File: src/cab_regs.svh
// Constants of the addressing and branch core
`ifndef CAB_REGS_SVH
`define CAB_REGS_SVH
`define CAB_IW       22
`define CAB_PCW      13
`define CAB_DAW      16
`define CAB_F_OP     21:18
`define CAB_F_REG    17:14
`define CAB_F_MODE   13:11
`define CAB_F_PSEL   10:9
`define CAB_F_OFS    7:0
`define CAB_F_TGT    12:0
`define CAB_F_DIV    2:0
`define CAB_RF_THIRD 4'h3
`define CAB_RF_PTR0  4'h4
`define CAB_RF_A     4'hf
`define CAB_DIRECT_HI 8'h00
`define CAB_LP_TOP   16'h0007
`define CAB_PER_BASE 16'h0010
`define CAB_RAM_TOP  16'h027f
`define CAB_PC_RST   13'h0000
`define CAB_OFF_CTRL 8'h00
`define CAB_OFF_STAT 8'h04
`define CAB_OFF_PC   8'h08
`define CAB_OFF_ACC  8'h0c
`define CAB_CTRL_RUN  0
`define CAB_CTRL_WAKE 1
`define CAB_STAT_Z    0
`define CAB_STAT_V    1
`define CAB_STAT_C    2
`define CAB_STAT_HALT 3
`define CAB_STAT_ERR  4
`define CAB_STAT_DIV  7:5
`define CAB_RESP_OK  2'b00
`define CAB_RESP_ERR 2'b10
`endif

File: src/cab_pkg.sv
// Types of the addressing and branch core
`include "cab_regs.svh"
package cab_pkg;
  typedef enum logic [2:0] {
    CAB_FETCH = 3'b001,
    CAB_EXEC  = 3'b010,
    CAB_HALT  = 3'b100
  } cab_state_t;

  typedef enum logic [3:0] {
    CAB_NOP   = 4'h0,
    CAB_LD    = 4'h1,
    CAB_STORE = 4'h2,
    CAB_CMP   = 4'h3,
    CAB_CMPI  = 4'h4,
    CAB_RFLR  = 4'h5,
    CAB_RFLM  = 4'h6,
    CAB_SFLAG = 4'h7,
    CAB_FREQ  = 4'h8,
    CAB_HALTI = 4'h9,
    CAB_JCC   = 4'ha,
    CAB_MOVI  = 4'hb
  } cab_op_t;

  typedef enum logic [2:0] {
    CAB_M_DIRECT  = 3'h0,
    CAB_M_PTR     = 3'h1,
    CAB_M_PTROFF  = 3'h2,
    CAB_M_PTRTHRD = 3'h3,
    CAB_M_POSTINC = 3'h4,
    CAB_M_POSTOFF = 3'h5,
    CAB_M_PREDEC  = 3'h6,
    CAB_M_PREOFF  = 3'h7
  } cab_mode_t;

  typedef enum logic [3:0] {
    CAB_C_CS = 4'h0, CAB_C_CC = 4'h1, CAB_C_ZS = 4'h2, CAB_C_ZC = 4'h3,
    CAB_C_VS = 4'h4, CAB_C_VC = 4'h5, CAB_C_EVENT = 4'h6, CAB_C_EQ = 4'h7,
    CAB_C_NE = 4'h8, CAB_C_GT = 4'h9, CAB_C_GE = 4'ha, CAB_C_LT = 4'hb,
    CAB_C_LE = 4'hc
  } cab_cond_t;

  typedef struct packed {
    logic [3:0] cnt;
    logic       tick;
  } cab_div_st_t;

  typedef struct packed {
    cab_state_t                fsm;
    logic [`CAB_PCW-1:0]       pc;
    logic [`CAB_PCW-1:0]       imem_addr;
    logic [`CAB_IW-1:0]        ir;
    logic [15:0][7:0]          rf;
    logic                      c, v, z;
    logic [2:0]                div;
    logic [`CAB_DAW-1:0]       dm_addr;
    logic [7:0]                dm_wdata;
    logic                      dm_re, dm_we;
    logic [`CAB_DAW-1:0]       new_ptr;
    logic                      run, wake, dm_err;
    logic                      lz_meta, lz_sync, lo_meta, lo_sync;
    logic                      awready, wready, bvalid, arready, rvalid;
    logic                      aw_got, w_got, w_lane;
    logic [1:0]                bresp, rresp;
    logic [7:0]                awaddr, wbyte;
    logic [31:0]               rdata;
  } cab_core_st_t;
endpackage : cab_pkg

File: src/cab_core.sv
// Addressing, branch and flag core with AXI4-Lite control port
`timescale 1ns/100ps
`include "cab_regs.svh"

// Notes on behaviour
// RULE1: Flag snapshot puts C, C xor V, stack full, stack empty in A[7:4].
// RULE2: Shift-into-carry: A gets operand shifted left, zero in, old bit 7 to C.
// RULE3: Clock-divide selects undivided, /2, /4, /8 or /16; flags kept.
// RULE4: Eight operand modes; direct address is zero high byte and 8-bit field.
// RULE5: Extended operand access and pointer update happen in one instruction.
// RULE6: Immediate offset mode reads pointer plus offset, pointer unchanged.
// RULE7: Register offset mode reads pointer plus third general register.
// RULE8: Post-increment reads at pointer, then pointer gains one.
// RULE9: Post-offset mode reads pointer plus offset and stores that sum back.
// RULE10: Pre-decrement reads pointer minus one and keeps that value.
// RULE11: Pre-offset-decrement reads pointer minus offset and keeps it.
// RULE12: Jump conditions on C, Z, V set or clear, and either event line.
// RULE13: After compare: equal, unequal, greater, at least, less, at most.
// RULE14: Separate instruction and data ports, usable in the same cycle.
// RULE15: Instruction port spans 8192 words of 22 bits.
// RULE16: Data space: 8 low-power regs, peripheral region, 512 bytes RAM.
// RULE17: Sixteen internal registers, apart from data memory.
// RULE18: Compare subtracts first from second; C clear on underflow; V = C and not Z.
// RULE19: Halt stops fetch until interrupt, event or reset; state kept.
module cab_core
  import cab_pkg::*;
(
  input  wire logic                ref_clk,
  input  wire logic                nrst,
  output logic [`CAB_PCW-1:0]      imem_addr,
  input  wire logic [`CAB_IW-1:0]  imem_data,
  output logic [`CAB_DAW-1:0]      dm_addr,
  output logic [7:0]               dm_wdata,
  input  wire logic [7:0]          dm_rdata,
  output logic                     dm_re,
  output logic                     dm_we,
  input  wire logic                event_line_zero,
  input  wire logic                event_line_one,
  input  wire logic                wake_irq,
  input  wire logic                hardware_call_stack_full,
  input  wire logic                hardware_call_stack_empty,
  input  wire logic [7:0]          s_axi_awaddr,
  input  wire logic                s_axi_awvalid,
  output logic                     s_axi_awready,
  input  wire logic [31:0]         s_axi_wdata,
  input  wire logic [3:0]          s_axi_wstrb,
  input  wire logic                s_axi_wvalid,
  output logic                     s_axi_wready,
  output logic [1:0]               s_axi_bresp,
  output logic                     s_axi_bvalid,
  input  wire logic                s_axi_bready,
  input  wire logic [7:0]          s_axi_araddr,
  input  wire logic                s_axi_arvalid,
  output logic                     s_axi_arready,
  output logic [31:0]              s_axi_rdata,
  output logic [1:0]               s_axi_rresp,
  output logic                     s_axi_rvalid,
  input  wire logic                s_axi_rready
);
  // ----------------------------------------
  // Helpers
  // ----------------------------------------
  function automatic logic [15:0] cab_ptr(input logic [15:0][7:0] rf, input logic [1:0] sel);
    logic [3:0] lo;
    lo = `CAB_RF_PTR0 + {1'b0, sel, 1'b0};
    cab_ptr = {rf[lo + 4'h1], rf[lo]};
  endfunction : cab_ptr

  // Upper half is the access address, lower half the new pointer
  function automatic logic [31:0] cab_eaddr(input cab_mode_t m, input logic [15:0] p,
                                            input logic [7:0] o, input logic [7:0] t);
    logic [15:0] po;
    logic [15:0] mo;
    po = p + {8'h00, o};
    mo = p - {8'h00, o};
    unique case (m)
      // RULE4 direct page
      CAB_M_DIRECT:  cab_eaddr = {`CAB_DIRECT_HI, o, p};
      CAB_M_PTR:     cab_eaddr = {p, p};
      // RULE6 offset, pointer kept
      CAB_M_PTROFF:  cab_eaddr = {po, p};
      // RULE7 third register offset
      CAB_M_PTRTHRD: cab_eaddr = {p + {8'h00, t}, p};
      // RULE8 post increment
      CAB_M_POSTINC: cab_eaddr = {p, p + 16'h0001};
      // RULE9 post add offset
      CAB_M_POSTOFF: cab_eaddr = {po, po};
      // RULE10 pre decrement
      CAB_M_PREDEC:  cab_eaddr = {p - 16'h0001, p - 16'h0001};
      // RULE11 pre subtract offset
      CAB_M_PREOFF:  cab_eaddr = {mo, mo};
    endcase
  endfunction : cab_eaddr

  function automatic logic cab_mem_op(input logic [3:0] op);
    cab_mem_op = (op == CAB_LD) || (op == CAB_STORE) || (op == CAB_CMP) || (op == CAB_RFLM);
  endfunction : cab_mem_op

  // RULE16 mapped data space
  function automatic logic cab_dm_ok(input logic [15:0] a);
    cab_dm_ok = (a <= `CAB_LP_TOP) || ((a >= `CAB_PER_BASE) && (a <= `CAB_RAM_TOP));
  endfunction : cab_dm_ok

  // RULE18 compare flags, returns C, V, Z, difference
  function automatic logic [10:0] cab_cmp(input logic [7:0] op2, input logic [7:0] op1);
    logic [8:0] d;
    logic       cy;
    logic       ze;
    d  = {1'b0, op2} - {1'b0, op1};
    cy = !d[8];
    ze = (d[7:0] == 8'h00);
    cab_cmp = {cy, cy & !ze, ze, d[7:0]};
  endfunction : cab_cmp

  // RULE2 shift into carry, returns C, Z, result
  function automatic logic [9:0] cab_shl(input logic [7:0] x);
    cab_shl = {x[7], (x[6:0] == 7'h00), x[6:0], 1'b0};
  endfunction : cab_shl

  function automatic logic cab_cond(input cab_cond_t k, input logic c, input logic v,
                                    input logic z, input logic e);
    case (k)
      // RULE12 flag and event tests
      CAB_C_CS:    cab_cond = c;
      CAB_C_CC:    cab_cond = !c;
      CAB_C_ZS:    cab_cond = z;
      CAB_C_ZC:    cab_cond = !z;
      CAB_C_VS:    cab_cond = v;
      CAB_C_VC:    cab_cond = !v;
      CAB_C_EVENT: cab_cond = e;
      // RULE13 ordered compare tests
      CAB_C_EQ:    cab_cond = z;
      CAB_C_NE:    cab_cond = !z;
      CAB_C_GT:    cab_cond = !c;
      CAB_C_GE:    cab_cond = !v;
      CAB_C_LT:    cab_cond = v;
      CAB_C_LE:    cab_cond = c;
      default:     cab_cond = 1'b0;
    endcase
  endfunction : cab_cond

  // ----------------------------------------
  // State
  // ----------------------------------------
  cab_core_st_t s_q;
  cab_core_st_t s_d;
  logic         tick;
  logic         step;
  logic         exec_now;
  logic         fetch_now;
  logic         wake_any;
  cab_op_t      op_x;
  cab_mode_t    mode_x;
  logic [15:0]  cur_ptr;
  logic [7:0]   src_reg;
  logic         jump_ok;

  // RULE3 step rate divider
  cab_clkdiv u_div (
    .ref_clk (ref_clk),
    .nrst    (nrst),
    .div_sel (s_q.div),
    .tick    (tick)
  );

  assign step      = tick & s_q.run;
  assign exec_now  = step && (s_q.fsm == CAB_EXEC);
  assign fetch_now = step && (s_q.fsm == CAB_FETCH);
  assign wake_any  = wake_irq | s_q.lz_sync | s_q.lo_sync | s_q.wake;
  assign op_x      = cab_op_t'(s_q.ir[`CAB_F_OP]);
  assign mode_x    = cab_mode_t'(s_q.ir[`CAB_F_MODE]);
  assign cur_ptr   = cab_ptr(s_q.rf, s_q.ir[`CAB_F_PSEL]);
  assign src_reg   = s_q.rf[s_q.ir[`CAB_F_REG]];
  assign jump_ok   = cab_cond(cab_cond_t'(s_q.ir[`CAB_F_REG]), s_q.c, s_q.v, s_q.z,
                              s_q.lz_sync | s_q.lo_sync);

  always_comb begin
    logic [31:0] ea;
    logic [10:0] cr;
    logic [9:0]  sr;
    logic [7:0]  opd;
    logic [12:0] pc_n;
    logic [3:0]  lo;
    ea   = '0;
    cr   = '0;
    sr   = '0;
    opd  = '0;
    pc_n = s_q.pc;
    lo   = '0;
    s_d  = s_q;
    s_d.wake    = 1'b0;
    s_d.lz_meta = event_line_zero;
    s_d.lz_sync = s_q.lz_meta;
    s_d.lo_meta = event_line_one;
    s_d.lo_sync = s_q.lo_meta;

    // ----------------------------------------
    // AXI4-Lite write, address and data in either order
    // ----------------------------------------
    if (s_axi_awvalid && s_q.awready) begin
      s_d.aw_got  = 1'b1;
      s_d.awaddr  = s_axi_awaddr;
      s_d.awready = 1'b0;
    end
    if (s_axi_wvalid && s_q.wready) begin
      s_d.w_got  = 1'b1;
      s_d.wbyte  = s_axi_wdata[7:0];
      s_d.w_lane = s_axi_wstrb[0];
      s_d.wready = 1'b0;
    end
    if (s_q.aw_got && s_q.w_got && !s_q.bvalid) begin
      s_d.aw_got = 1'b0;
      s_d.w_got  = 1'b0;
      s_d.bvalid = 1'b1;
      s_d.bresp  = `CAB_RESP_OK;
      case (s_q.awaddr)
        `CAB_OFF_CTRL: if (s_q.w_lane) begin
          s_d.run  = s_q.wbyte[`CAB_CTRL_RUN];
          s_d.wake = s_q.wbyte[`CAB_CTRL_WAKE];
        end
        // Cleared here first so a same-cycle fault below still wins
        `CAB_OFF_STAT: if (s_q.w_lane && s_q.wbyte[`CAB_STAT_ERR]) begin
          s_d.dm_err = 1'b0;
        end
        `CAB_OFF_PC, `CAB_OFF_ACC: ;
        default: s_d.bresp = `CAB_RESP_ERR;
      endcase
    end
    if (s_q.bvalid && s_axi_bready) begin
      s_d.bvalid  = 1'b0;
      s_d.awready = 1'b1;
      s_d.wready  = 1'b1;
    end

    // ----------------------------------------
    // AXI4-Lite read
    // ----------------------------------------
    if (s_axi_arvalid && s_q.arready) begin
      s_d.arready = 1'b0;
      s_d.rvalid  = 1'b1;
      s_d.rresp   = `CAB_RESP_OK;
      s_d.rdata   = '0;
      case (s_axi_araddr)
        `CAB_OFF_CTRL: s_d.rdata[`CAB_CTRL_RUN] = s_q.run;
        `CAB_OFF_STAT: begin
          s_d.rdata[`CAB_STAT_Z]    = s_q.z;
          s_d.rdata[`CAB_STAT_V]    = s_q.v;
          s_d.rdata[`CAB_STAT_C]    = s_q.c;
          s_d.rdata[`CAB_STAT_HALT] = (s_q.fsm == CAB_HALT);
          s_d.rdata[`CAB_STAT_ERR]  = s_q.dm_err;
          s_d.rdata[`CAB_STAT_DIV]  = s_q.div;
        end
        `CAB_OFF_PC:  s_d.rdata[`CAB_PCW-1:0] = s_q.pc;
        `CAB_OFF_ACC: s_d.rdata[7:0] = s_q.rf[`CAB_RF_A];
        default:      s_d.rresp = `CAB_RESP_ERR;
      endcase
    end
    if (s_q.rvalid && s_axi_rready) begin
      s_d.rvalid  = 1'b0;
      s_d.arready = 1'b1;
    end

    // ----------------------------------------
    // Instruction sequencer
    // ----------------------------------------
    unique case (s_q.fsm)
      CAB_FETCH: if (step) begin
        // RULE14 fetch latch and data strobe together
        s_d.ir = imem_data;
        ea = cab_eaddr(cab_mode_t'(imem_data[`CAB_F_MODE]),
                       cab_ptr(s_q.rf, imem_data[`CAB_F_PSEL]),
                       imem_data[`CAB_F_OFS], s_q.rf[`CAB_RF_THIRD]);
        s_d.dm_addr  = ea[31:16];
        s_d.new_ptr  = ea[15:0];
        s_d.dm_wdata = s_q.rf[imem_data[`CAB_F_REG]];
        if (cab_mem_op(imem_data[`CAB_F_OP])) begin
          if (cab_dm_ok(ea[31:16])) begin
            s_d.dm_we = (imem_data[`CAB_F_OP] == CAB_STORE);
            s_d.dm_re = (imem_data[`CAB_F_OP] != CAB_STORE);
          end else begin
            s_d.dm_err = 1'b1;
          end
        end
        s_d.fsm = CAB_EXEC;
      end
      CAB_EXEC: if (step) begin
        opd = s_q.dm_re ? dm_rdata : 8'h00;
        // RULE15 13-bit counter wraps at 8192
        pc_n = s_q.pc + 13'h0001;
        s_d.dm_re = 1'b0;
        s_d.dm_we = 1'b0;
        s_d.fsm   = CAB_FETCH;
        // RULE17 internal register file
        case (op_x)
          CAB_LD:   s_d.rf[s_q.ir[`CAB_F_REG]] = opd;
          CAB_MOVI: s_d.rf[s_q.ir[`CAB_F_REG]] = s_q.ir[`CAB_F_OFS];
          CAB_CMP, CAB_CMPI: begin
            // RULE18 operand two minus operand one
            cr = cab_cmp((op_x == CAB_CMP) ? opd : s_q.ir[`CAB_F_OFS], src_reg);
            {s_d.c, s_d.v, s_d.z, s_d.rf[`CAB_RF_A]} = cr;
          end
          CAB_RFLR, CAB_RFLM: begin
            // RULE2 shift into carry
            sr = cab_shl((op_x == CAB_RFLM) ? opd : src_reg);
            {s_d.c, s_d.z, s_d.rf[`CAB_RF_A]} = sr;
            s_d.v = 1'b0;
          end
          // RULE1 flag snapshot
          CAB_SFLAG: s_d.rf[`CAB_RF_A] = {s_q.c, s_q.c ^ s_q.v, hardware_call_stack_full,
                                          hardware_call_stack_empty, 4'h0};
          // RULE3 new divide code
          CAB_FREQ:  s_d.div = s_q.ir[`CAB_F_DIV];
          // RULE19 enter halt
          CAB_HALTI: s_d.fsm = CAB_HALT;
          CAB_JCC:   if (jump_ok) begin
            pc_n = s_q.ir[`CAB_F_TGT];
          end
          default: ;
        endcase
        // RULE5 pointer update in same step
        if (cab_mem_op(s_q.ir[`CAB_F_OP])) begin
          lo = `CAB_RF_PTR0 + {1'b0, s_q.ir[`CAB_F_PSEL], 1'b0};
          s_d.rf[lo]        = s_q.new_ptr[7:0];
          s_d.rf[lo + 4'h1] = s_q.new_ptr[15:8];
        end
        s_d.pc        = pc_n;
        s_d.imem_addr = pc_n;
      end
      // RULE19 wait for wake
      CAB_HALT: if (wake_any) begin
        s_d.fsm = CAB_FETCH;
      end
      default: s_d.fsm = CAB_FETCH;
    endcase

    if (!nrst) begin
      s_d         = '0;
      s_d.fsm     = CAB_FETCH;
      s_d.pc      = `CAB_PC_RST;
      s_d.imem_addr = `CAB_PC_RST;
      s_d.run     = 1'b1;
      s_d.awready = 1'b1;
      s_d.wready  = 1'b1;
      s_d.arready = 1'b1;
    end
  end

  always_ff @(posedge ref_clk) begin
    s_q <= s_d;
  end

  assign imem_addr     = s_q.imem_addr;
  assign dm_addr       = s_q.dm_addr;
  assign dm_wdata      = s_q.dm_wdata;
  assign dm_re         = s_q.dm_re;
  assign dm_we         = s_q.dm_we;
  assign s_axi_awready = s_q.awready;
  assign s_axi_wready  = s_q.wready;
  assign s_axi_bresp   = s_q.bresp;
  assign s_axi_bvalid  = s_q.bvalid;
  assign s_axi_arready = s_q.arready;
  assign s_axi_rdata   = s_q.rdata;
  assign s_axi_rresp   = s_q.rresp;
  assign s_axi_rvalid  = s_q.rvalid;

  // ----------------------------------------
  // Assertions
  // ----------------------------------------
  AST_SFLAG: assert property ( // RULE1
    @(posedge ref_clk) disable iff (!nrst)
    (exec_now && op_x == CAB_SFLAG) |=> (s_q.rf[`CAB_RF_A] == {$past(s_q.c),
      $past(s_q.c) ^ $past(s_q.v), $past(hardware_call_stack_full),
      $past(hardware_call_stack_empty), 4'h0}) && $stable({s_q.c, s_q.v, s_q.z}))
    else $error("flag snapshot wrong");

  AST_SHIFT: assert property ( // RULE2
    @(posedge ref_clk) disable iff (!nrst)
    (exec_now && (op_x == CAB_RFLR || (op_x == CAB_RFLM && s_q.dm_re))) |=>
      ({s_q.c, s_q.rf[`CAB_RF_A]} == {$past((op_x == CAB_RFLM) ? dm_rdata : src_reg), 1'b0}))
    else $error("shift into carry wrong");

  AST_FREQ: assert property ( // RULE3
    @(posedge ref_clk) disable iff (!nrst)
    (exec_now && op_x == CAB_FREQ)
    |=> (s_q.div == $past(s_q.ir[`CAB_F_DIV])) && $stable({s_q.c, s_q.v, s_q.z}))
    else $error("divide select wrong");

  AST_DIRECT: assert property ( // RULE4
    @(posedge ref_clk) disable iff (!nrst)
    (fetch_now && imem_data[`CAB_F_MODE] == CAB_M_DIRECT)
    |=> s_q.dm_addr == {`CAB_DIRECT_HI, $past(imem_data[`CAB_F_OFS])})
    else $error("direct address wrong");

  AST_POSTINC: assert property ( // RULE8
    @(posedge ref_clk) disable iff (!nrst)
    (exec_now && mode_x == CAB_M_POSTINC && cab_mem_op(s_q.ir[`CAB_F_OP]))
    |-> (s_q.dm_addr == cur_ptr) ##1 (cur_ptr == $past(cur_ptr) + 16'h0001))
    else $error("post increment wrong");

  AST_PREDEC: assert property ( // RULE10
    @(posedge ref_clk) disable iff (!nrst)
    (exec_now && mode_x == CAB_M_PREDEC && cab_mem_op(s_q.ir[`CAB_F_OP]))
    |-> (s_q.dm_addr == cur_ptr - 16'h0001) ##1 (cur_ptr == $past(s_q.dm_addr)))
    else $error("pre decrement wrong");

  AST_OFFKEEP: assert property ( // RULE6
    @(posedge ref_clk) disable iff (!nrst)
    (exec_now && mode_x == CAB_M_PTROFF && cab_mem_op(s_q.ir[`CAB_F_OP]))
    |-> (s_q.dm_addr == cur_ptr + {8'h00, s_q.ir[`CAB_F_OFS]}) ##1 $stable(cur_ptr))
    else $error("offset mode moved pointer");

  AST_JUMP: assert property ( // RULE12
    @(posedge ref_clk) disable iff (!nrst)
    (exec_now && op_x == CAB_JCC && jump_ok) |=> s_q.imem_addr == $past(s_q.ir[`CAB_F_TGT]))
    else $error("taken jump missed target");

  AST_CMPI: assert property ( // RULE18
    @(posedge ref_clk) disable iff (!nrst)
    (exec_now && op_x == CAB_CMPI)
    |=> (s_q.c == ($past(s_q.ir[`CAB_F_OFS]) >= $past(src_reg))) && (s_q.v == (s_q.c && !s_q.z)))
    else $error("compare flags wrong");

  AST_RANGE: assert property ( // RULE16
    @(posedge ref_clk) disable iff (!nrst)
    (s_q.dm_re || s_q.dm_we) |-> cab_dm_ok(s_q.dm_addr))
    else $error("strobe outside data space");

  AST_HALT: assert property ( // RULE19
    @(posedge ref_clk) disable iff (!nrst)
    (s_q.fsm == CAB_HALT && !wake_any) |=> (s_q.fsm == CAB_HALT) && $stable(s_q.pc)
      && $stable(s_q.rf) && !s_q.dm_re && !s_q.dm_we)
    else $error("halted core moved");
endmodule : cab_core

File: src/cab_clkdiv.sv
// CPU step enable divider
`timescale 1ns/100ps
`include "cab_regs.svh"
module cab_clkdiv
  import cab_pkg::*;
(
  input  wire logic       ref_clk,
  input  wire logic       nrst,
  input  wire logic [2:0] div_sel,
  output logic            tick
);
  cab_div_st_t s_q;
  cab_div_st_t s_d;
  logic [3:0]  mask;

  always_comb begin
    s_d = s_q;
    case (div_sel)
      3'h0:    mask = 4'h0;
      3'h1:    mask = 4'h1;
      3'h2:    mask = 4'h3;
      3'h3:    mask = 4'h7;
      default: mask = 4'hf;
    endcase
    s_d.cnt  = s_q.cnt + 4'h1;
    s_d.tick = ((s_q.cnt & mask) == mask);
    if (!nrst) begin
      s_d = '0;
    end
  end

  always_ff @(posedge ref_clk) begin
    s_q <= s_d;
  end

  assign tick = s_q.tick;
endmodule : cab_clkdiv

File: config.mk
export PLATFORM = sky130hd
export DESIGN_NAME = cab_core
export DESIGN_NICKNAME = d
export VERILOG_FILES = /design/src/cab_pkg.sv /design/src/cab_core.sv /design/src/cab_clkdiv.sv
export VERILOG_INCLUDE_DIRS = /design/src
export SDC_FILE = /design/constraint.sdc
export NUM_CORES = 1
export LEC_CHECK = 0
export BUFFER_PORTS_ARGS = -buffer_cell sky130_fd_sc_hd__buf_2
export CORE_AREA = 5 5 176 178
export DETAILED_ROUTE_END_ITERATION = 6
export DIE_AREA = 0 0 181 183
export GPL_ROUTABILITY_DRIVEN = 0
export PLACE_DENSITY = 0.85
export SLEW_MARGIN = 5
export SYNTH_ARGS = -nofsm -noshare
export SYNTH_HDL_FRONTEND = slang
export SYNTH_SLANG_ARGS = --single-unit
File: constraint.sdc
create_clock -name ref_clk -period 5.2 [get_ports ref_clk]
set_input_delay 0.78 -clock ref_clk [delete_from_list [all_inputs] [get_ports ref_clk]]
set_output_delay 0.78 -clock ref_clk [all_outputs]
set_load 0.1 [all_outputs]
### Yosys cells after proc, flatten, opt, wreduce, memory -nomap -nowiden

Index checks and enable logic that the tools add are counted.

| operators by class | value |
|---|---|
| add/subtract/negate cells | 12 |
| $mul | 0 |
| divide/modulo/power cells | 0 |
| order comparisons | 12 |
| equality and inequality tests | 53 |
| shift-type cells | 0 |
| multiplexer cells | 58 |
| bitwise gates (word level) | 9 |
| reduce and logical (&&, ||, !) cells | 55 |

Operators by type and width:

| kind | count |
|---|---|
| bitwise mux 128 bit | 4 |
| one-hot mux 32 bit (8 select lines) | 1 |
| two-way mux 120 bit | 2 |
| one-hot mux 120 bit (2 select lines) | 1 |
| binary-select mux 8 bit (select 4 bit) | 4 |
| two-way mux 128 bit | 1 |
| demux 8 bit (select 4 bit) | 3 |
| two-way mux 8 bit | 12 |
| two-way mux 32 bit | 2 |
| one-hot mux 8 bit (5 select lines) | 1 |
| equality test 4 x 3 -> 1 bit (second input constant) | 9 |
| equality test 4 bit (second input constant) | 9 |
| adder 16 x 8 -> 16 bit | 2 |
| equality test 8 x 4 -> 1 bit (second input constant) | 4 |
| less-than comparator 4 x 5 -> 1 bit (second input constant) | 6 |
| two-way mux 29 bit | 1 |
| two-way mux 13 bit | 2 |
| equality test 4 x 2 -> 1 bit (second input constant) | 6 |
| zero test 8 bit | 3 |
| OR reduction 2 bit | 11 |
| one-hot mux 7 bit (3 select lines) | 1 |
| two-way mux 18 bit | 1 |
| adder 16 x 1 -> 16 bit (second input constant) | 1 |
| equality test 8 x 3 -> 1 bit (second input constant) | 2 |
| 45 further kinds | 110 |

| word-level totals | value |
|---|---|
| flip-flop bits (word level) | 264 |
| latch bits | 0 |
| RAM bits | 0 |
| memory bits (read-only) | 0 |
| output and inout bits | 80 |
| memories kept | 0 |

### Logic depth before layout (Yosys ltp)

Gate-level depths: netlist of run 1.

| depth | value |
|---|---|
| depth in word-level cells | 15 |
| depth in mapped cells | 18 |

### By module

Synthesis of run 1 repeated with hierarchy kept, for this count alone.

| unflattened totals | value |
|---|---|
| cells, all modules | 2088 |
| area, all modules | 17380.4 um^2 |

Modules (own cells, without submodules):

| module | instances | cells each | area each (um^2) | seq. area each (um^2) |
|---|---|---|---|---|
| cab_core | 1 | 2069 | 17180.2 | 5084.9 |
| cab_clkdiv | 1 | 19 | 200.2 | 100.1 |

### Worst setup path after synthesis of run 1

OpenSTA, ideal clock, no wires.

| path | value |
|---|---|
| kind | in2reg |
| from | in imem_data[9] |
| to | reg s_q, in the netlist dm_we |
| arrival | 4.504 ns |
| data required time | 5.078 ns |
| path slack | 0.574 ns |
| stages | 16 |
| path buffers | 4 |
| cells stage by stage | buf_6 -> buf_6 -> mux4_2 -> clkbuf_1 -> ha_1 -> or3b_2 -> o211ai_1 -> a221o_1 -> clkbuf_1 -> xnor2_1 -> o32ai_1 -> nor3_2 -> a21oi_2 -> nor4_4 -> nand4_2 -> mux2i_1 |

| between the ends | value |
|---|---|
| word-level cells in the longest chain between the ends | 13 |
| elaborated cells on any way between the ends | 20 |
| classes of those cells | add/sub: 6; order compare: 3; eq/ne: 1; mux: 7; reduce/logical: 3 |

Ends and longest elaborated chain:

| item | RTL line | text |
|---|---|---|
| start, declared | cab_core.sv:31 | `` input wire logic [`CAB_IW-1:0] imem_data, `` |
| adder 3 x 3 -> 4 bit (no source line) * | n/a |  |
| adder 4 x 1 -> 4 bit | cab_core.sv:66 | `cab_ptr = {rf[lo + 4'h1], rf[lo]};` |
| binary-select mux 8 bit (select 4 bit) | cab_core.sv:66 |  |
| two-way mux 8 bit (not written as such) | cab_core.sv:66 |  |
| subtractor 16 x 8 -> 16 bit, or another cell as far along | cab_core.sv:75 | `mo = p - {8'h00, o};` |
| one-hot mux 32 bit (8 select lines) * | cab_core.sv:76 | `unique case (m)` |
| two-way mux 32 bit * | cab_core.sv:267 | `CAB_FETCH: if (step) begin` |
| two-way mux 32 bit * | cab_core.sv:266 | `unique case (s_q.fsm)` |
| >= comparator 16 x 5 -> 1 bit (no source line) or less-or-equal comparator 16 x 10 -> 1 bit (tied branches) | n/a |  |
| logical AND 1 bit | cab_core.sv:101 | `` cab_dm_ok = (a <= `CAB_LP_TOP) \|\| ((a >= `CAB_PER_BASE) && (a <= `CAB_RAM_TOP)); `` |
| logical OR 1 bit * | cab_core.sv:101 |  |
| != test 2 x 1 -> 1 bit (no source line) * | n/a |  |
| AND reduction 5 bit (no source line) * | n/a |  |
| end signal, assigned | cab_core.sv:349 | `s_q <= s_d;` |
| end, declared | cab_core.sv:145 | `cab_core_st_t s_q;` |

Mark *: on every way between the ends. The rest lies on a longest branch, timed or not. The select of a mux whose other input is x is not followed.
A chain may end at the register's enable or synchronous reset.

### Final worst setup path of run 1

| path | value |
|---|---|
| from | reg s_q[257] in the netlist's numbering |
| to | reg s_q[112] in the netlist's numbering |

| between the ends | value |
|---|---|
| word-level cells in the longest chain between the ends | 5 |
| elaborated cells on any way between the ends | 7 |
| classes of those cells | add/sub: 1; mux: 4; reduce/logical: 2 |

Ends and longest elaborated chain:

| item | RTL line | text |
|---|---|---|
| binary-select mux 8 bit (select 4 bit) * | cab_core.sv:173 | `` assign src_reg = s_q.rf[s_q.ir[`CAB_F_REG]]; `` |
| two-way mux 8 bit * | cab_core.sv:173 |  |
| subtractor 8 x 8 -> 9 bit or two-way mux 8 bit (tied branches) | cab_core.sv:109, cab_core.sv:304 |  |
| zero test 8 bit or zero test 7 bit (tied branches) | cab_core.sv:111, cab_core.sv:117 |  |
| one-hot mux 3 bit (2 select lines) * | cab_core.sv:294 | `case (op_x)` |

Marks and branches as above.

==> impl_metrics.env, run 1 <==
export IMPL_synth_warnings=0
export IMPL_comb_power_share_pct=17.0
export IMPL_p_leak_nw=6.68
export IMPL_path_delay_family="multiplexers"
export IMPL_worst_pin_slew_ns=1.38
export IMPL_insertion_delay_ns=0.54
export IMPL_grt_first_pass_wirelength_mm=88.6
export IMPL_fin_crit_sh_pct=89.2
export IMPL_yosysSeqAreaShare_pct=30.1
export IMPL_num_io_pins=174
export IMPL_crit_buf_inv=0
export IMPL_required_ns=5.65
export IMPL_p_total_w=0.00484
export IMPL_routed_wl_mm=58.2
export IMPL_dr_pass1_iters=7
export IMPL_rr_worst_depth=14
export IMPL_multi_input_area_sq_mm=0.0108
export IMPL_cts_resized=0
export IMPL_synth_distinct_cells=95
export IMPL_nNetsFinal=2124
export IMPL_cts_root_buf="clkbuf_16"
export IMPL_vias_per_cell=7.14
export IMPL_cts_hold_buf=0
export IMPL_start_util_pct=58.8
export IMPL_dp_hpwl_mm=41.9
export IMPL_register_area_sq_mm=0.00519
export IMPL_p_int_w=0.00331
export IMPL_vias=17119
export IMPL_dieArea_sq_mm=0.0331
export IMPL_cts_sinks=259
export IMPL_die_x_um=181
export IMPL_antenna_found_initial=1
export IMPL_drive_gt1_share_pct=17.9
export IMPL_slew_viol_final=0
export IMPL_die_h_um=183
export IMPL_routedWlPerCell_um=24.2
export IMPL_power_density_mw_per_mm2=263
export IMPL_fmax_ghz=0.216
export IMPL_hold_path_depth=1
export IMPL_synth_edff_count=0
export IMPL_grt_start_max_net_pins=106
export IMPL_synth_flop_cell="dfxtp_1"
export IMPL_fin_cells=2399
export IMPL_status="finished, violations left"
export IMPL_hold_viol=0
export IMPL_synthArstFlopShare_pct=0
export IMPL_synth_seq_cells=259
export IMPL_seq_power_share_pct=44.5
export IMPL_crit_type="reg -> reg"
export IMPL_slew_headroom_pct=7.61
export IMPL_synth_top_area_share_pct=30.1
export IMPL_dp_cells=2350
export IMPL_end_kind="flip-flop"
export IMPL_grt_usage_pct=33.0
export IMPL_hold_end="s_q[62]"
export IMPL_fp_row_count=63
export IMPL_min_path_type="reg -> reg"
export IMPL_p_switching_w=0.00152
export IMPL_synth_avg_cell_area_sq_um=8.58
export IMPL_hold_slack_ns=0.433
export IMPL_grt_util_met3_pct=9.20
export IMPL_crit_path_max_fanout=18
export IMPL_mostFrequentLayoutCells="279 x nor2_1, 257 x dfxtp_1, 193 x nand2_1, 130 x a21oi_1, 120 x buf_2"
export IMPL_core_area_sq_mm=0.0292
export IMPL_r2r_start="s_q[257]"
export IMPL_r2r_slack_ns=0.56
export IMPL_min_period_ns=4.64
export IMPL_cts_made_buffers=27
export IMPL_final_common_cell="nor2_1"
export IMPL_synth_area_sq_mm=0.0172
export IMPL_setup_viol=0
export IMPL_crit_start="s_q[257]"
export IMPL_synth_largest_area_cell="dfxtp_1"
export IMPL_met1_usage_pct=41.0
export IMPL_switching_share_pct=31.5
export IMPL_syn_instance_count=2004
export IMPL_ir_drop_mv=0.199
export IMPL_post_cts_setup_buffers=0
export IMPL_violations="design-rule violations"
export IMPL_grt_most_used_layer="met2"
export IMPL_crit_slowest_cell="dfxtp_2"
export IMPL_ant_nets=0
export IMPL_rsz0062_at_grt="false"
export IMPL_io_buffer_count=120
export IMPL_cts_buffer_depth=3
export IMPL_tns_ns=0
export IMPL_drc=78
export IMPL_skew_ns=0.00974
export IMPL_areaGrowthSynthToFinish_pct=7.08
export IMPL_min_from="s_q[63]"
export IMPL_drt_iter0_markers=3622
export IMPL_fill_cells=2378
export IMPL_overflow=0
export IMPL_grt_pass1_vias=15842
export IMPL_synthTopCellsByArea="dfxtp_1 30%, mux4_2 12%, nor2_1 6.1%, nand2_1 4.2%, a21oi_1 3.8%"
export IMPL_htreeDepth=1
export IMPL_clkTransAtPathRegs_ns=0.07
export IMPL_max_stage_delay_ns=0.75
export IMPL_path_cells="mux4_2, mux4_2, ha_1, fa_1, nor2b_1, o21ai_0, a21boi_0, o21ai_0, nand2b_1, xor2_1, or4_1, nor4_1, a211oi_1, a211oi_1"
export IMPL_rr_endpoint="s_q[112]"
export IMPL_maxCapViolCount=0
export IMPL_met2_usage_pct=51.7
export IMPL_power_frac_clock_pct=38.6
export IMPL_arrival_ns=5.09
export IMPL_startpoint_type="flip-flop"
export IMPL_tritoncts="yes"
-- area by class of cell --
class                      instances  area share [%]
multi-input combinational       1490            58.4
sequential                       259            28.2
timing repair buffer             169            5.33
clock buffer                      35            3.94
tap                              390            2.65
inverter                          42           0.883
clock inverter                    13           0.591
antenna                            1          0.0136
-- cell usage after synthesis, types with 16 or more instances --
cell type  count
nor2_1       279
dfxtp_1      259
nand2_1      193
a21oi_1      130
clkbuf_1     129
mux4_2        94
o21ai_0       90
a211oi_1      74
buf_4         73
a222oi_1      65
inv_1         40
ha_1          37
nand3_1       37
xnor2_1       34
nor2b_1       32
nor3_1        32
mux2i_1       29
a22oi_1       26
nand2b_1      20
o22ai_1       17
mux2_2        16
-- cell families after synthesis --
| kind of cell | after synthesis | synth area share, % |
|---|---|---|
| and+or+nand+nor | 684 | 18.2 |
| AOI/OAI and AO/OA | 551 | 22.6 |
| buffers and inverters | 275 | 7.86 |
| DFF | 259 | 30.1 |
| muxes | 144 | 15.6 |
| xor gates and xnor gates | 49 | 2.49 |
| adders and majority gates | 41 | 3.16 |
| other | 1 | 0.0218 |
-- worst reg2reg max path, cell delays in order (launching register included) --
cell	delay (ns)
dfxtp_2	0.75
mux4_2	0.61
mux4_2	0.55
ha_1	0.25
fa_1	0.41
nor2b_1	0.12
o21ai_0	0.09
a21boi_0	0.29
o21ai_0	0.12
nand2b_1	0.12
xor2_1	0.10
or4_1	0.55
nor4_1	0.27
a211oi_1	0.10
a211oi_1	0.22
-- power groups by stage --
| stage | sequential, W | combinational (W) | clock [W] |
|---|---|---|---|
| CTS | 0.00214 | 0.000799 | 0.00187 |
| finish | 0.00215 | 0.000820 | 0.00186 |
| floorplan | 0.00215 | 0.000652 | 0 |
| global placement | 0.00218 | 0.000778 | 0 |
| global route | 0.00216 | 0.000863 | 0.00196 |
| detailed placement | 0.00219 | 0.000794 | 0 |
-- worst max path at each step --
stage | slack, ns | endpoint | cells past startpoint
global route | 0.31 | s_q[112] | 14
floorplan | 0.57 | dm_we | 16
finish | 0.56 | s_q[112] | 14
global placement | 0.21 | dm_re | 14
detailed placement | 0.16 | dm_we | 14
CTS | 0.61 | s_q[112] | 14
-- per-layer routing --
layer	part of all wire, %	vias up
met5	0	-
met4	8.5	0
met3	14	376
met2	43	1472
met1	34	7869
li1	-	7402
-- stage by stage --
step,util [%],setup slack (ns),instance area [sq um]
floorplan,-,0.574,17300
global placement,60.1,0.215,17600
detailed placement,60.1,0.158,17600
CTS,63.0,0.608,18400
global route,63.0,0.307,18400
finish,63.0,0.561,18400
Note: power is estimated with default switching activity, not from simulation.
==> run 2: changes to the inputs <==
--- a/config.mk
+++ b/config.mk
@@ -11,7 +11,8 @@
 export DETAILED_ROUTE_END_ITERATION = 6
 export DIE_AREA = 0 0 181 183
 export GPL_ROUTABILITY_DRIVEN = 0
-export PLACE_DENSITY = 0.85
+export PLACE_DENSITY = 0.8
+export SKIP_LAST_GASP = 1
 export SLEW_MARGIN = 5
 export SYNTH_ARGS = -nofsm -noshare
 export SYNTH_HDL_FRONTEND = slang
==> run 2 against run 1 <==
  * The run still ends with design-rule violations left
  * Count of clock-buffer cells in the layout grew 8
  * Critical path type unchanged
  * Flip-flop and latch count did not move
  * Combinational power down 2%
  * Routed wire length decreased by 1.5%
  * Global-route usage decreased by 0.20 points
  * Total power up 6.3%
  * Sequential share of layout area decreased by 0.29 points
  * Clock power increased by 17%
  * Register-to-register slack worse by 0.11 ns
  * Clock skew rose by 0.0063 ns
==> impl_metrics.env, run 2 (same netlist as run 1, synthesis figures left out) <==
export IMPL_status="finished, violations left"
export IMPL_violations="design-rule violations"
export IMPL_tritoncts="yes"
export IMPL_path_cells="mux4_2, mux4_2, ha_1, fa_1, nor2b_1, o21ai_0, a21boi_0, o21ai_0, nand2b_1, xor2_1, or4_1, nor4_1, a211oi_1, a211oi_1"
export IMPL_worst_pin_slew_ns=1.29
export IMPL_power_density_mw_per_mm2=276
export IMPL_dp_hpwl_mm=41.3
export IMPL_slew_viol_final=0
export IMPL_crit_path_max_fanout=23
export IMPL_rsz0062_at_grt="false"
export IMPL_fin_util_pct=63.7
export IMPL_slew_headroom_pct=13.3
export IMPL_maxCapViolCount=0
export IMPL_dieArea_sq_mm=0.0331
export IMPL_dr_pass1_iters=7
export IMPL_crit_slowest_cell="dfxtp_2"
export IMPL_vias_per_cell=7.08
export IMPL_min_period_ns=4.75
export IMPL_post_cts_setup_buffers=0
export IMPL_drt_iter0_markers=3251
export IMPL_grt_start_max_net_pins=162
export IMPL_die_h_um=183
export IMPL_grt_pass1_vias=15730
export IMPL_rr_endpoint="s_q[112]"
export IMPL_setup_viol=0
export IMPL_min_path_type="in -> reg"
export IMPL_cts_hold_buf=0
export IMPL_end_kind="flip-flop"
export IMPL_hold_viol=0
export IMPL_ir_drop_mv=0.250
export IMPL_overflow=0
export IMPL_grt_usage_pct=32.8
export IMPL_drc=54
export IMPL_worstSetupEndpoint="s_q[112]"
export IMPL_io_buffer_count=120
export IMPL_areaGrowthSynthToFinish_pct=8.20
export IMPL_insertion_delay_ns=0.57
export IMPL_cts_resized=0
export IMPL_vias=16998
export IMPL_p_leak_nw=6.77
export IMPL_cts_root_buf="clkbuf_16"
export IMPL_nNetsFinal=2124
export IMPL_crit_start="s_q[257]"
export IMPL_cts_sinks=259
export IMPL_grt_first_pass_wirelength_mm=88.1
export IMPL_routedWlPerCell_um=23.9
export IMPL_mostFrequentLayoutCells="279 x nor2_1, 257 x dfxtp_1, 193 x nand2_1, 130 x a21oi_1, 120 x buf_2"
export IMPL_ant_nets=0
export IMPL_antenna_found_initial=1
export IMPL_place_area_sq_mm=0.0176
export IMPL_fp_row_count=63
export IMPL_rr_worst_depth=14
export IMPL_r2r_slack_ns=0.45
export IMPL_drive_gt1_share_pct=18.1
export IMPL_fmax_ghz=0.210
export IMPL_tns_ns=0
export IMPL_cts_buffer_depth=3
export IMPL_startpoint_type="flip-flop"
export IMPL_fin_crit_sh_pct=91.4
export IMPL_max_stage_delay_ns=0.86
export IMPL_die_x_um=181
export IMPL_clkTransAtPathRegs_ns=0.06
export IMPL_start_util_pct=58.8
export IMPL_routed_wl_mm=57.3
export IMPL_crit_type="reg -> reg"
export IMPL_stdcell_area_sq_mm=0.0186
export IMPL_core_area_sq_mm=0.0292
export IMPL_final_common_cell="nor2_1"
export IMPL_required_ns=5.67
export IMPL_htreeDepth=1
export IMPL_skew_ns=0.0160
export IMPL_arrival_ns=5.22
export IMPL_r2r_start="s_q[257]"
export IMPL_num_io_pins=174
export IMPL_cts_made_buffers=28
## run 2: cell count changes in the layout (fill, tap and decap cells not counted), sizes merged
cell | before | now
buf | 169 | 168
bufinv | 1 | 4
clkbuf | 35 | 43
clkinv | 9 | 2
clkinvlp | 3 | 2
## run 2: critical path, delay by kind of cell, from the launching register on
kind,cells,cell delay (ns)
AOI/OAI and AO/OA,5,0.82
xor gates and xnor gates,1,0.10
adders and majority gates,2,0.66
DFF,1,0.86
muxes,2,1.12
and+or+nand+nor,4,1.09
## run 2: final cells by class
| cell class | count | area, sq um |
|---|---|---|
| antenna | 1 | 2.50 |
| clock buffer | 43 | 867 |
| clock inverter | 8 | 156 |
| fill | 2418 | 10600 |
| inverter | 42 | 163 |
| multi-input combinational | 1490 | 10800 |
| sequential | 259 | 5190 |
| tap | 390 | 488 |
| timing repair buffer | 168 | 986 |
## run 2: report_power, final
part	switching [W]	leakage [nW]	total [W]	internal [W]
clock network	0.000838	0.496	0.00218	0.00134
logic	0.000576	4.17	0.000805	0.000230
registers	0.000110	2.10	0.00216	0.00205
## run 2: worst min path at each step
stage                          from       to  slack (ns)  cells after the start
floorplan                   s_q[61]  s_q[60]        0.41                      1
finish              event_line_zero  s_q[63]        0.43                      2
CTS                 event_line_zero  s_q[63]        0.42                      2
global route        event_line_zero  s_q[63]        0.43                      2
global placement            s_q[61]  s_q[60]        0.41                      1
detailed placement          s_q[63]  s_q[62]        0.42                      1
## run 2: metal layers
layer / up-vias / part of all wire, % / track usage [%]
li1: 7393 / - / -
met1: 7930 / 36 / 43.1
met2: 1354 / 43 / 51.1
met3: 319 / 14 / 8.25
met4: 2 / 6.5 / 16.1
met5: - / 0.019 / 0
## run 2: through the flow
| step | setup WS (ns) | instances | power (W) | hold WS (ns) |
|---|---|---|---|---|
| after floorplan | 0.574 | 2024 | 0.00280 | 0.412 |
| after global placement | 0.366 | 2349 | 0.00296 | 0.414 |
| after detailed placement | 0.293 | 2349 | 0.00298 | 0.422 |
| after CTS | 0.526 | 2400 | 0.00512 | 0.417 |
| after global routing | 0.276 | 2400 | 0.00528 | 0.432 |
| final | 0.447 | 2401 | 0.00514 | 0.431 |
